===== src/common/desc_parser_consts.vh =====
// Constants for the signalling descriptor parser
`ifndef DESC_PARSER_CONSTS_VH
`define DESC_PARSER_CONSTS_VH
// Register offsets (byte addresses)
`define REG_CTRL 12'h000
`define REG_POP_ID 12'h004
`define REG_LINK_TAG 12'h008
`define REG_CONT_TAG 12'h00C
`define REG_STATUS 12'h010
`define REG_TS_ONID 12'h014
`define REG_SVC_INET 12'h018
`define REG_CONT_INFO 12'h01C
`define REG_TID_BASE 12'h100
`define REG_TID_END 12'h500
`define TID_IDX_LSB 2
`define TID_IDX_MSB 9
// Reset values and the forward linkage type code
`define POP_ID_RST 16'h0000
`define LINK_TAG_RST 8'h4A
`define CONT_TAG_RST 8'hA0
`define FLS_LINKAGE 8'h81
// Control bit positions
`define CTRL_EN 0
`define CTRL_CLR 1
// Parser states
`define ST_TAG 4'h0
`define ST_LEN 4'h1
`define ST_TS 4'h2
`define ST_ONID 4'h3
`define ST_SVC 4'h4
`define ST_LTYPE 4'h5
`define ST_INET 4'h6
`define ST_LCNT 4'h7
`define ST_BASE 4'h8
`define ST_MASK 4'h9
`define ST_PRIV 4'hA
`define ST_TID 4'hB
`define ST_SKIP 4'hC
`endif


===== src/rtl/byte_sync.v =====
// Two-stage synchroniser for the incoming byte stream strobe
`timescale 1ns/100ps
module byte_sync #(
   parameter W = 1
) (
   input wire pclk,
   input wire presetn,
   input wire [W-1:0] d,
   output reg [W-1:0] q
);
   // First stage, read only by second stage
   reg [W-1:0] meta_q;
   // Two flops in series
   always @(posedge pclk or negedge presetn) begin
      if (!presetn) begin
         meta_q <= {W{1'b0}};
         q <= {W{1'b0}};
      end else begin
         meta_q <= d;
         q <= meta_q;
      end
   end
endmodule


===== src/rtl/range_match.v =====
// Masked compare of the terminal population id against one range
`timescale 1ns/100ps
module range_match (
   input wire [15:0] pop_id,
   input wire [15:0] base,
   input wire [15:0] mask,
   output wire hit
);
   // Mask bits set are don't care; clear bits must equal base
   assign hit = (((pop_id ^ base) & ~mask) == 16'h0000);
endmodule


===== src/rtl/desc_parser.v =====
// Linkage and content descriptor parser with APB register access
`timescale 1ns/100ps
`include "desc_parser_consts.vh"
// Overview: bytes from the upstream section extractor arrive as a level strobe.
// Each rising strobe edge hands one byte to the parser. The parser walks the fixed
// field order of the selected descriptor layout and counts down the length byte.
// Linkage descriptors yield stream, network and service identifiers plus a
// population match against the configured terminal id.
// Content descriptors store their table ids for software to read back.
// Any other tag is skipped by its length, so the stream stays aligned.
// A linkage length that ends before its last range completes flags an error in the status word.
// Results sit in registers that are reached over the register bus.
// Functional notes
// First byte is tag selecting layout
// Second byte is length bounding parse
// Extract 16-bit transport stream id
// Extract 16-bit original network id
// Extract 16-bit service id
// Linkage type 0x81 marks forward link
// Extract 16-bit interactive network id
// Loop count plus one range pairs
// Each range is base then mask
// Mask bit one ignores id bit
// Mask bit zero requires id equal base
// Population id is preset configuration
// Trailing bytes are private, skipped
// Content bytes are table identifiers
// Table ids tied to one stream
// Accept content in stream loop
// Never require content descriptor
// Reserved bits are ignored
// Private data selects serving network; the code skips private bytes unread and always presents inet_q
// Match flag presents network identifiers
// Fields MSB first, fixed order
module desc_parser (
   input wire pclk,
   input wire presetn,
   input wire [31:0] paddr,
   input wire psel,
   input wire penable,
   input wire pwrite,
   input wire [31:0] pwdata,
   output reg [31:0] prdata,
   output reg pready,
   output reg pslverr,
   input wire byte_valid,
   input wire [7:0] byte_data,
   input wire [12:0] es_pid,
   output reg match_q,
   output reg [15:0] inet_id_q,
   output reg content_done_q
);
   // Synchronised stream inputs
   // Strobe, data and stream id share one two-flop chain, so the data is
   // sampled in the same cycle as the strobe edge that it belongs to
   wire byte_valid_s;
   wire [7:0] byte_data_s;
   wire [12:0] es_pid_s;
   byte_sync #(.W(22)) u_sync (
      .pclk(pclk),
      .presetn(presetn),
      .d({byte_valid, byte_data, es_pid}),
      .q({byte_valid_s, byte_data_s, es_pid_s})
   );
   // Registered valid for edge detect of strobe
   // Resets low like the idle strobe, so no false edge follows reset
   reg valid_prev_q;
   wire take = byte_valid_s & ~valid_prev_q;
   // Configuration registers
   // Enable, population id and the two tag values are software settings
   reg en_q;
   reg [15:0] pop_id_q;
   reg [7:0] link_tag_q;
   reg [7:0] cont_tag_q;
   // Parser state
   // remain_q counts the bytes left in the descriptor after the length byte
   // hi_q marks the second byte of a two-byte field
   reg [3:0] state_q;
   reg [7:0] remain_q;
   reg hi_q;
   reg [7:0] hold_q;
   reg [7:0] lcnt_q;
   reg [15:0] base_q;
   reg is_link_q;
   // Captured fields
   // Kept until the next descriptor of the same kind overwrites them, link_done_q and err_q until a software clear; every length byte clears tid_cnt_q and any_hit_q
   reg [15:0] ts_q;
   reg [15:0] onid_q;
   reg [15:0] svc_q;
   reg [7:0] ltype_q;
   reg [15:0] inet_q;
   reg any_hit_q;
   reg link_done_q;
   reg err_q;
   reg [12:0] cont_pid_q;
   reg [7:0] tid_cnt_q;
   reg [7:0] tid_mem [0:255];
   // Table id window decode: the entry index counts from the window base
   wire [11:0] tid_off = paddr[11:0] - `REG_TID_BASE;
   // Addresses past the last entry fall through to the error decode
   wire in_tid = (paddr[11:0] >= `REG_TID_BASE) && (paddr[11:0] < `REG_TID_END);
   // Byte forming a 16-bit word with the held high byte
   wire [15:0] word = {hold_q, byte_data_s};
   // Range comparator
   // Compares against the mask that the current byte completes
   wire hit;
   range_match u_match (
      .pop_id(pop_id_q),
      .base(base_q),
      .mask(word),
      .hit(hit)
   );
   // APB decode
   // apb_wr is true only at the edge where a write completes
   wire apb_wr = psel & penable & pwrite & pready;
   wire ctrl_clr = apb_wr & (paddr[11:0] == `REG_CTRL) & pwdata[`CTRL_CLR];
   wire last = (remain_q == 8'h01);
   // Descriptor parse state machine
   // The tag and length bytes do not count against the length; every later
   // byte does, and the byte that brings the count to zero ends the descriptor
   // wherever the walk stands. A linkage descriptor that ends before its last
   // mask byte is flagged as short; bytes left after the ranges are private.
   // A software clear and a parser set in the same cycle leave the flag set,
   // because the set assignments come later in this process.
   always @(posedge pclk or negedge presetn) begin
      if (!presetn) begin
         // Edge detector and walk position
         valid_prev_q <= 1'b0;
         state_q <= `ST_TAG;
         remain_q <= 8'h00;
         hi_q <= 1'b0;
         hold_q <= 8'h00;
         lcnt_q <= 8'h00;
         base_q <= 16'h0000;
         is_link_q <= 1'b0;
         // Captured fields
         ts_q <= 16'h0000;
         onid_q <= 16'h0000;
         svc_q <= 16'h0000;
         ltype_q <= 8'h00;
         inet_q <= 16'h0000;
         any_hit_q <= 1'b0;
         link_done_q <= 1'b0;
         err_q <= 1'b0;
         cont_pid_q <= 13'h0000;
         tid_cnt_q <= 8'h00;
         // Outputs start low
         match_q <= 1'b0;
         inet_id_q <= 16'h0000;
         content_done_q <= 1'b0;
      end else begin
         valid_prev_q <= byte_valid_s;
         content_done_q <= 1'b0;
         // Software clear of results; parser set wins
         if (ctrl_clr) begin
            match_q <= 1'b0;
            link_done_q <= 1'b0;
            err_q <= 1'b0;
         end
         if (take && en_q) begin
            if (state_q != `ST_TAG && state_q != `ST_LEN)
               remain_q <= remain_q - 8'h01;
            case (state_q)
               `ST_TAG: begin
                  // Tag picks layout; other tags are skipped via length
                  // hold_q carries the layout code into the length state
                  is_link_q <= (byte_data_s == link_tag_q);
                  if (byte_data_s == link_tag_q || byte_data_s == cont_tag_q) begin
                     state_q <= `ST_LEN;
                  end else begin
                     state_q <= `ST_LEN;
                     hold_q <= 8'hFF;
                  end
                  if (byte_data_s == cont_tag_q)
                     hold_q <= 8'h01;
                  else if (byte_data_s == link_tag_q)
                     hold_q <= 8'h00;
               end
               `ST_LEN: begin
                  remain_q <= byte_data_s;
                  hi_q <= 1'b0;
                  any_hit_q <= 1'b0;
                  tid_cnt_q <= 8'h00;
                  if (byte_data_s == 8'h00) begin
                     // Empty descriptor ends at its length byte
                     state_q <= `ST_TAG;
                     if (hold_q == 8'h01)
                        content_done_q <= 1'b1;
                  end else if (hold_q == 8'h00) begin
                     // Linkage layout starts with the transport stream id
                     state_q <= `ST_TS;
                  end else if (hold_q == 8'h01) begin
                     // Content layout: all entries belong to this stream id
                     cont_pid_q <= es_pid_s;
                     state_q <= `ST_TID;
                  end else begin
                     // Unknown tag: consume its bytes without looking at them
                     state_q <= `ST_SKIP;
                  end
               end
               `ST_TS, `ST_ONID, `ST_SVC, `ST_INET, `ST_BASE, `ST_MASK: begin
                  // Two-byte fields, high byte first
                  hi_q <= ~hi_q;
                  if (!hi_q) begin
                     hold_q <= byte_data_s;
                  end else begin
                     case (state_q)
                        `ST_TS: ts_q <= word;
                        `ST_ONID: onid_q <= word;
                        `ST_SVC: svc_q <= word;
                        `ST_INET: inet_q <= word;
                        `ST_BASE: base_q <= word;
                        default: begin
                           // Mask byte completes a range
                           if (hit && ltype_q == `FLS_LINKAGE)
                              any_hit_q <= 1'b1;
                        end
                     endcase
                     // Field that follows a completed word
                     if (state_q == `ST_SVC)
                        state_q <= `ST_LTYPE;
                     else if (state_q == `ST_INET)
                        state_q <= `ST_LCNT;
                     else if (state_q == `ST_BASE)
                        state_q <= `ST_MASK;
                     else if (state_q == `ST_MASK)
                        state_q <= (lcnt_q == 8'h00) ? `ST_PRIV : `ST_BASE;
                     else
                        state_q <= state_q + 4'h1;
                     // One base and mask pair consumed
                     if (state_q == `ST_MASK)
                        lcnt_q <= lcnt_q - 8'h01;
                  end
               end
               `ST_LTYPE: begin
                  // Only the forward link type allows a match
                  ltype_q <= byte_data_s;
                  state_q <= `ST_INET;
               end
               `ST_LCNT: begin
                  // Count holds the number of ranges minus one
                  lcnt_q <= byte_data_s;
                  state_q <= `ST_BASE;
               end
               `ST_TID: begin
                  // Entry count doubles as the store index
                  tid_cnt_q <= tid_cnt_q + 8'h01;
               end
               default: begin
                  // Private or unknown bytes pass without interpretation
                  state_q <= state_q;
               end
            endcase
            // Descriptor end bounded by length
            // Comes after the case, so its state update overrides the walk
            if (state_q != `ST_TAG && state_q != `ST_LEN && last) begin
               state_q <= `ST_TAG;
               // Content descriptor finished: one-cycle pulse
               if (state_q == `ST_TID)
                  content_done_q <= 1'b1;
               if (is_link_q) begin
                  link_done_q <= 1'b1;
                  // Short descriptor: ranges not complete
                  // Complete means the last mask byte of the final range
                  if (state_q != `ST_PRIV && !(state_q == `ST_MASK && hi_q && lcnt_q == 8'h00))
                     err_q <= 1'b1;
                  // Present match with the interactive network id
                  // A hit on the closing range counts as well as an earlier one
                  if (state_q == `ST_MASK && hit && ltype_q == `FLS_LINKAGE && hi_q)
                     match_q <= 1'b1;
                  else if (any_hit_q)
                     match_q <= 1'b1;
                  if (any_hit_q || (state_q == `ST_MASK && hit && hi_q
                        && ltype_q == `FLS_LINKAGE))
                     inet_id_q <= inet_q;
               end
            end
         end
      end
   end
   // Table id store, one byte per entry
   // No reset: entries are only read back after a content descriptor wrote them
   always @(posedge pclk) begin
      if (take && en_q && state_q == `ST_TID)
         tid_mem[tid_cnt_q] <= byte_data_s;
   end
   // Register writes; population id held by software before use
   // Writes land at the edge where pready is seen with the access phase
   // The clear bit of the control word is handled in the parse process
   always @(posedge pclk or negedge presetn) begin
      if (!presetn) begin
         en_q <= 1'b1;
         pop_id_q <= `POP_ID_RST;
         link_tag_q <= `LINK_TAG_RST;
         cont_tag_q <= `CONT_TAG_RST;
      end else if (apb_wr) begin
         case (paddr[11:0])
            `REG_CTRL: en_q <= pwdata[`CTRL_EN];
            `REG_POP_ID: pop_id_q <= pwdata[15:0];
            `REG_LINK_TAG: link_tag_q <= pwdata[7:0];
            `REG_CONT_TAG: cont_tag_q <= pwdata[7:0];
            default: en_q <= en_q;
         endcase
      end
   end
   // APB answer: one wait state, read data registered
   // pready rises one edge into the access phase and drops at the next edge,
   // so a request still held after pready sees pready rise again two edges later
   // Read data and pslverr stand only while pready is high
   always @(posedge pclk or negedge presetn) begin
      if (!presetn) begin
         pready <= 1'b0;
         pslverr <= 1'b0;
         prdata <= 32'h0000_0000;
      end else begin
         pready <= psel & penable & ~pready;
         pslverr <= 1'b0;
         prdata <= 32'h0000_0000;
         if (psel & penable & ~pready) begin
            if (in_tid) begin
               // Table id window is read only; writes are dropped quietly
               if (!pwrite)
                  prdata <= {24'h00_0000, tid_mem[tid_off[`TID_IDX_MSB:`TID_IDX_LSB]]};
            end else if (!pwrite) begin
               // Register read mux; unmapped offsets answer with an error
               case (paddr[11:0])
                  `REG_CTRL: prdata <= {31'h0000_0000, en_q};
                  `REG_POP_ID: prdata <= {16'h0000, pop_id_q};
                  `REG_LINK_TAG: prdata <= {24'h00_0000, link_tag_q};
                  `REG_CONT_TAG: prdata <= {24'h00_0000, cont_tag_q};
                  `REG_STATUS: prdata <= {16'h0000, ltype_q, 5'h00, err_q, link_done_q, match_q};
                  `REG_TS_ONID: prdata <= {ts_q, onid_q};
                  `REG_SVC_INET: prdata <= {svc_q, inet_q};
                  `REG_CONT_INFO: prdata <= {11'h000, cont_pid_q, tid_cnt_q};
                  default: pslverr <= 1'b1;
               endcase
            end else begin
               // Only the four settings registers accept writes
               case (paddr[11:0])
                  `REG_CTRL, `REG_POP_ID, `REG_LINK_TAG, `REG_CONT_TAG: pslverr <= 1'b0;
                  default: pslverr <= 1'b1;
               endcase
            end
         end
      end
   end
endmodule


===== config.mk =====
export PLATFORM = sky130hd
export DESIGN_NAME = desc_parser
export DESIGN_NICKNAME = d
export VERILOG_FILES = /design/src/rtl/byte_sync.v /design/src/rtl/range_match.v /design/src/rtl/desc_parser.v
export VERILOG_INCLUDE_DIRS = /design/src /design/src/common
export SDC_FILE = /design/constraint.sdc
export NUM_CORES = 2
export LEC_CHECK = 0
export BUFFER_PORTS_ARGS = -buffer_cell sky130_fd_sc_hd__buf_2
export CAP_MARGIN = 20
export CORE_ASPECT_RATIO = 1.25
export CORE_MARGIN = 2
export CORE_UTILIZATION = 50
export DETAILED_ROUTE_END_ITERATION = 8
export PLACE_DENSITY_LB_ADDON = 0.3
export SLEW_MARGIN = 15
export SYNTH_ARGS = -nofsm -noshare
export SYNTH_HDL_FRONTEND = slang
export SYNTH_SLANG_ARGS = --single-unit

===== constraint.sdc =====
create_clock -name pclk -period 11.7 [get_ports pclk]
set_input_delay 2.34 -clock pclk [delete_from_list [all_inputs] [get_ports pclk]]
set_output_delay 2.34 -clock pclk [all_outputs]
set_load 0.02 [all_outputs]

# Word level (Yosys, flattened, before mapping)
# Memories as Yosys holds them, arrays and structs flattened.
# Index checks and enable logic that the tools add are counted.
# classes
n_addsub,5
multipliers,0
div_mod_pow,0
magnitude_cmp,2
eq_ne,31
shift,0
n_mux,60
n_bitwise,15
reduce_logical,54
# ops
operator,count
32-bit case mux with 8 select lines,1
32-bit 2-to-1 mux,3
8-bit 2-to-1 mux,9
12-bit by 5-bit == test with 1-bit output (second input constant),4
8-bit case mux with 2 select lines,3
4-bit 2-to-1 mux,8
4-bit AND reduction,8
1-bit 2-to-1 mux,31
12-bit by 4-bit == test with 1-bit output (second input constant),2
8-bit zero test,3
4-bit case mux with 5 select lines,1
2-bit AND reduction,9
16-bit AND,1
4-bit by 3-bit == test with 1-bit output (second input constant),4
8-bit by 1-bit == test with 1-bit output (second input constant),2
8-bit == test,2
16-bit zero test,1
16-bit inverter,1
8-bit by 1-bit subtractor with 8-bit output (second input constant),2
16-bit bitwise XOR,1
1-bit logical AND,14
12-bit by 3-bit == test with 1-bit output (second input constant),1
4-bit == test (second input constant),3
12-bit by 9-bit >= comparator with 1-bit output (second input constant),1
other kinds (29),52
# totals
register_bits,272
latch_bits,0
mem_bits_rw,2048
romBits,0
input_bits,91
elab_cells,198
mem_count,1
# mem_list
memory,words,width,rd,rd_ports_with_merged_regs,wr,line_no,text
tid_mem,256,8,1,0,1,desc_parser.v:97,reg [7:0] tid_mem [0:255];

# Depth between registers and ports, before layout
# depth
ltp_word,11
mapped_depth,13
mapped_depth_nobuf,9

# Cells and area by module
# From an unflattened synthesis, not the netlist that was laid out.
# unflattened
hier_cells,4679
area_unflattened_um2,91444.0
# by_module_without_submodules
mod,instances,cells_per_inst,area_per_inst_um2
desc_parser,1,4608,90133.9
byte_sync,1,44,1101.1
range_match,1,27,209.0

# Worst setup path after synthesis
# Ideal clock, no wire load.
# synth_timing
path_type,register to register
startpoint,register u_sync.q[20]
endpoint,register inet_id_q[10]
setup_ps,125
arrival_time_ps,5156
t_required_ps,11575
setup_slack_ps,6419
path_stages_with_launch,9
synth_period_minus_slack_ps,5281
path_cell_list,dfrtp_1 -> o22ai_1 -> nor4_1 -> o2111ai_1 -> nor2_1 -> o21a_1 -> buf_2 -> buf_2 -> mux2_2
# synth_via
elab_chain_len,8
# synth_lines
item,line_no,text
start: declaration,byte_sync.v:9,output reg [W-1:0] q
start signal: assignment,byte_sync.v:17,q <= {W{1'b0}};
start signal: assignment,byte_sync.v:20,q <= meta_q;
16-bit inverter,range_match.v:10,assign hit = (((pop_id ^ base) & ~mask) == 16'h0000);
16-bit AND,range_match.v:10,
16-bit zero test,range_match.v:10,
1-bit logical AND (2 in a row),desc_parser.v:273,if (any_hit_q || (state_q == `ST_MASK && hit && hi_q
1-bit logical AND (no line),n/a,
1-bit logical OR,desc_parser.v:273,
4-bit AND reduction (no line),n/a,
end signal: assignment,desc_parser.v:275,inet_id_q <= inet_q;
end: declaration,desc_parser.v:50,"output reg [15:0] inet_id_q,"
# Every way passes these cells.
# A chain may end at the register's enable or synchronous reset.

# Worst setup path after layout
# layout_timing
startpoint,input paddr[2]
endpoint,register prdata[0]
# layout_via
elab_chain_len,5
# layout_lines
item,line_no,text
start: declaration,desc_parser.v:38,"input wire [31:0] paddr,"
10-bit by 9-bit subtractor with 10-bit output (no line) (tied with other cells),n/a,
memory read 256 x 8 bit or 32-bit case mux with 8 select lines (tied branches),n/a,
8-bit 2-to-1 mux or 32-bit 2-to-1 mux (tied branches),"desc_parser.v:322, desc_parser.v:324",
32-bit 2-to-1 mux *,desc_parser.v:320,if (in_tid) begin
32-bit 2-to-1 mux *,desc_parser.v:319,if (psel & penable & ~pready) begin
end signal: assignment,desc_parser.v:323,"prdata <= {24'h00_0000, tid_mem[tid_off[`TID_IDX_MSB:`TID_IDX_LSB]]};"
end signal: assignment,desc_parser.v:327,"`REG_CTRL: prdata <= {31'h0000_0000, en_q};"
end signal: assignment,desc_parser.v:328,"`REG_POP_ID: prdata <= {16'h0000, pop_id_q};"
end: declaration,desc_parser.v:43,"output reg [31:0] prdata,"
# Mark *: on every way between the ends. The rest lies on a longest branch, timed or not.

==> qor.txt <==
Vias per cell - 6.42
Routed wire length - 242000 um
Power Dens Cells - 161 nW/um^2
Asr flop ratio synth - 0.117
Clock Tree Buf Depth - 3
Worst-path clk slew - 60 ps
Synth top area share - 0.675
Setup Viol. Count Final - 0
Met2 usage - 0.426
Worst r2r path cells - 7
Cells after synthesis - 4633
# resized after CTS - 0
Sequential share of the synthesized area - 0.750
Final Hold Viols - 0
Worst Setup End Kind - flip-flop
Slew headroom - 0.182
Hold_buf cts - 0
LEAKAGE - 32.8 nW
Hold Path Class - flip-flop to flip-flop
Setup CP Type - input pin to flip-flop
Warnings, synthesis - 0
Layout cell share with drive strength beyond 1 - 0.241
Clock Skew - 36.7 ps
Final Max Tran Viols - 0
Post-synthesis compound-gate area fraction - 0.0355
Fin Setup TNS - 0 ps
Die height - 481 um
Total Die Area - 186000 um^2
Main combinational cell family by area after synthesis - multiplexers
Dpl hpwl - 148000 um
Synthesized cell area - 91100 um^2
CTS H-tree lvls - 4
Wirelength per Cell - 33.0 um
Post-synth top cells - edfxtp_1, mux4_2, nor2_1
Clock Latency Late Sink - 860 ps
Fin crit share - 0.511
Row cnt - 175
CTS buffer count - 205
CP max FO - 45
Sink Count - 2320
Number of synthesized flops with an enable pin - 2048
GRT Total Usage - 0.261
Max-Cap Viols - 0
Most numerous cell in the Yosys netlist - edfxtp_1
PortBufs - 106
Grt peak-use layer - met2
Adder-cell area share of the yosys netlist - 0.00206
Core box area - 182000 um^2
Peak VDD IR - 0.117 mV
Largest cells by area after synthesis - edfxtp_1, mux4_2, dfrtp_1, mux2_2, nor2_1
Number of global-route vias before repair - 46800
Layout area overhead - 10.1%
GR Layer Usage met3 - 0.0530
Routed Antenna Nets - 0
GRT overflow - 0
CTS tree - yes
Critical Path Source Type - input pin
Cell taking the most area after synthesis - edfxtp_1
Achievable clock frequency - 167 MHz
Num ports - 143
Non-Filler Instances - 7338
Post-CTS Setup Bufs - 0
CP arrival - 6690 ps
DRT Pass-1 Iters - 8
Worst-Margin Slew - 1230 ps
#FFs+latches synth - 2320
Cell area after layout - 100000 um^2
Vias after detailed routing - 47100
Simple-Gate Fraction of Synth Area - 0.0351
Xor/xnor share of the synthesized area - 0.00308
Residual DRC - 0
Initial antenna violation count - 8
Die Span X - 386 um
Mux contribution to synthesized area - 0.156
Synth Flop Type - edfxtp_1
RSZ-0062 raised after global routing - false
Cell area after placement - 94000 um^2
Maximum number of pins on one net before global-route repair - 171
Met1 usage - 0.339
Iteration-0 DRC Markers - 6058
Synth cell types - 79
Initial cell density of the core - 0.502
Worst Path Required - 12410 ps
Status - finished clean
Post-synth net total - 4739
Placed insts - 6960
Hold path depth - 0
Syn avg cell area - 19.7 um^2
First-pass GRT wire length - 343000 um
Placer Congestion - 0.869
Layout Nets - 4886
Fin crit period - 5980 ps
Clock root buffer - clkbuf_16
-- layout by cell type (no fill, tap or decap), types with 57 or more instances in the layout --
cell	synthesis	routed
mux4_2	506	506
mux2_2	165	165
edfxtp_1	2048	2048
dfrtp_1	266	258
buf_2	59	101
clkbuf_16	0	209
nor2_1	359	356
nand2_1	163	163
buf_4	52	97
a22oi_1	119	119
o21ai_0	57	57
a21oi_1	86	86
mux2i_1	98	98
-- state kept, by name, indices dropped and copies added, names as in the netlist, 16 cells and up --
register       flops
base_q            16
inet_id_q         16
inet_q            16
onid_q            16
pop_id_q          16
prdata            32
svc_q             16
tid_mem         2048
ts_q              16
u_sync.meta_q     22
u_sync.q          22
-- worst max-delay path, cell delays in order --
cell     delay (ps)
buf_8           380
buf_4           720
buf_4           660
mux4_2          590
mux2i_1         250
o21ai_0         270
nor4_1          920
o32a_1          350
a21oi_1          80
-- area by class of cell --
class	instances	area, um^2
tap	2389	2990
clock inverter	106	727
antenna	6	15.0
inverter	19	73.8
sequential	2320	68300
multi-input combinational	2021	21200
timing repair buffer	213	1520
clock buffer	264	5500
fill	13500	81200
-- routing by layer --
metal,vias to the layer above,share of wire
li1,19100,-
met1,24900,0.36
met2,2550,0.49
met3,518,0.092
met4,6,0.052
met5,-,0.00017
-- logic make-up (layout without fill, tap and decap cells) --
| family | Yosys count | after routing |
|---|---|---|
| flops | 2320 | 2320 |
| mux | 770 | 770 |
| simple gates | 728 | 728 |
| compound gates | 476 | 476 |
| buf+inv | 292 | 602 |
| xor+xnor | 32 | 32 |
| fa+ha+maj | 15 | 15 |
| other cells | 0 | 6 |
-- worst paths after layout --
path / start / end / slack [ps]
setup reg to reg: en_q$_DFFE_PN1N_ / tid_mem[130][0]$_DFFE_PP_ / 6790
max in group asynchronous: presetn / u_sync.q[18]$_DFF_PN0_ / 8650
setup / recovery: paddr[2] / prdata[0]$_DFF_PN0_ / 5720
hold reg to reg: u_sync.meta_q[19]$_DFF_PN0_ / u_sync.q[19]$_DFF_PN0_ / 340
hold / removal: u_sync.meta_q[19]$_DFF_PN0_ / u_sync.q[19]$_DFF_PN0_ / 340
min in group asynchronous: presetn / svc_q[14]$_DFFE_PN0P_ / 1530
-- power breakdown --
group | switching (W) | internal, W | leakage (nW) | total [W]
Combinational | 0.000500 | 0.000241 | 7.69 | 0.000742
Sequential | 0.0000211 | 0.00902 | 22.1 | 0.00904
Clock | 0.00293 | 0.00348 | 3.07 | 0.00641
Total | 0.00346 | 0.0127 | 32.8 | 0.0162
-- metrics by stage --
| step | hold slack (ps) | util | setup slack (ps) | power, W |
|---|---|---|---|---|
| 5_1_grt | 352 | 0.553 | 5510 | 0.0166 |
| 3_5_place_dp | 336 | 0.518 | 4910 | 0.00995 |
| 4_1_cts | 344 | 0.552 | 5820 | 0.0162 |
| 3_3_place_gp | 335 | 0.518 | 4880 | 0.00994 |
| 2_1_floorplan | 331 | - | 6420 | 0.00966 |
| 6_report | 345 | 0.553 | 5720 | 0.0162 |
No activity file was read; power rests on OpenSTA's default activity.
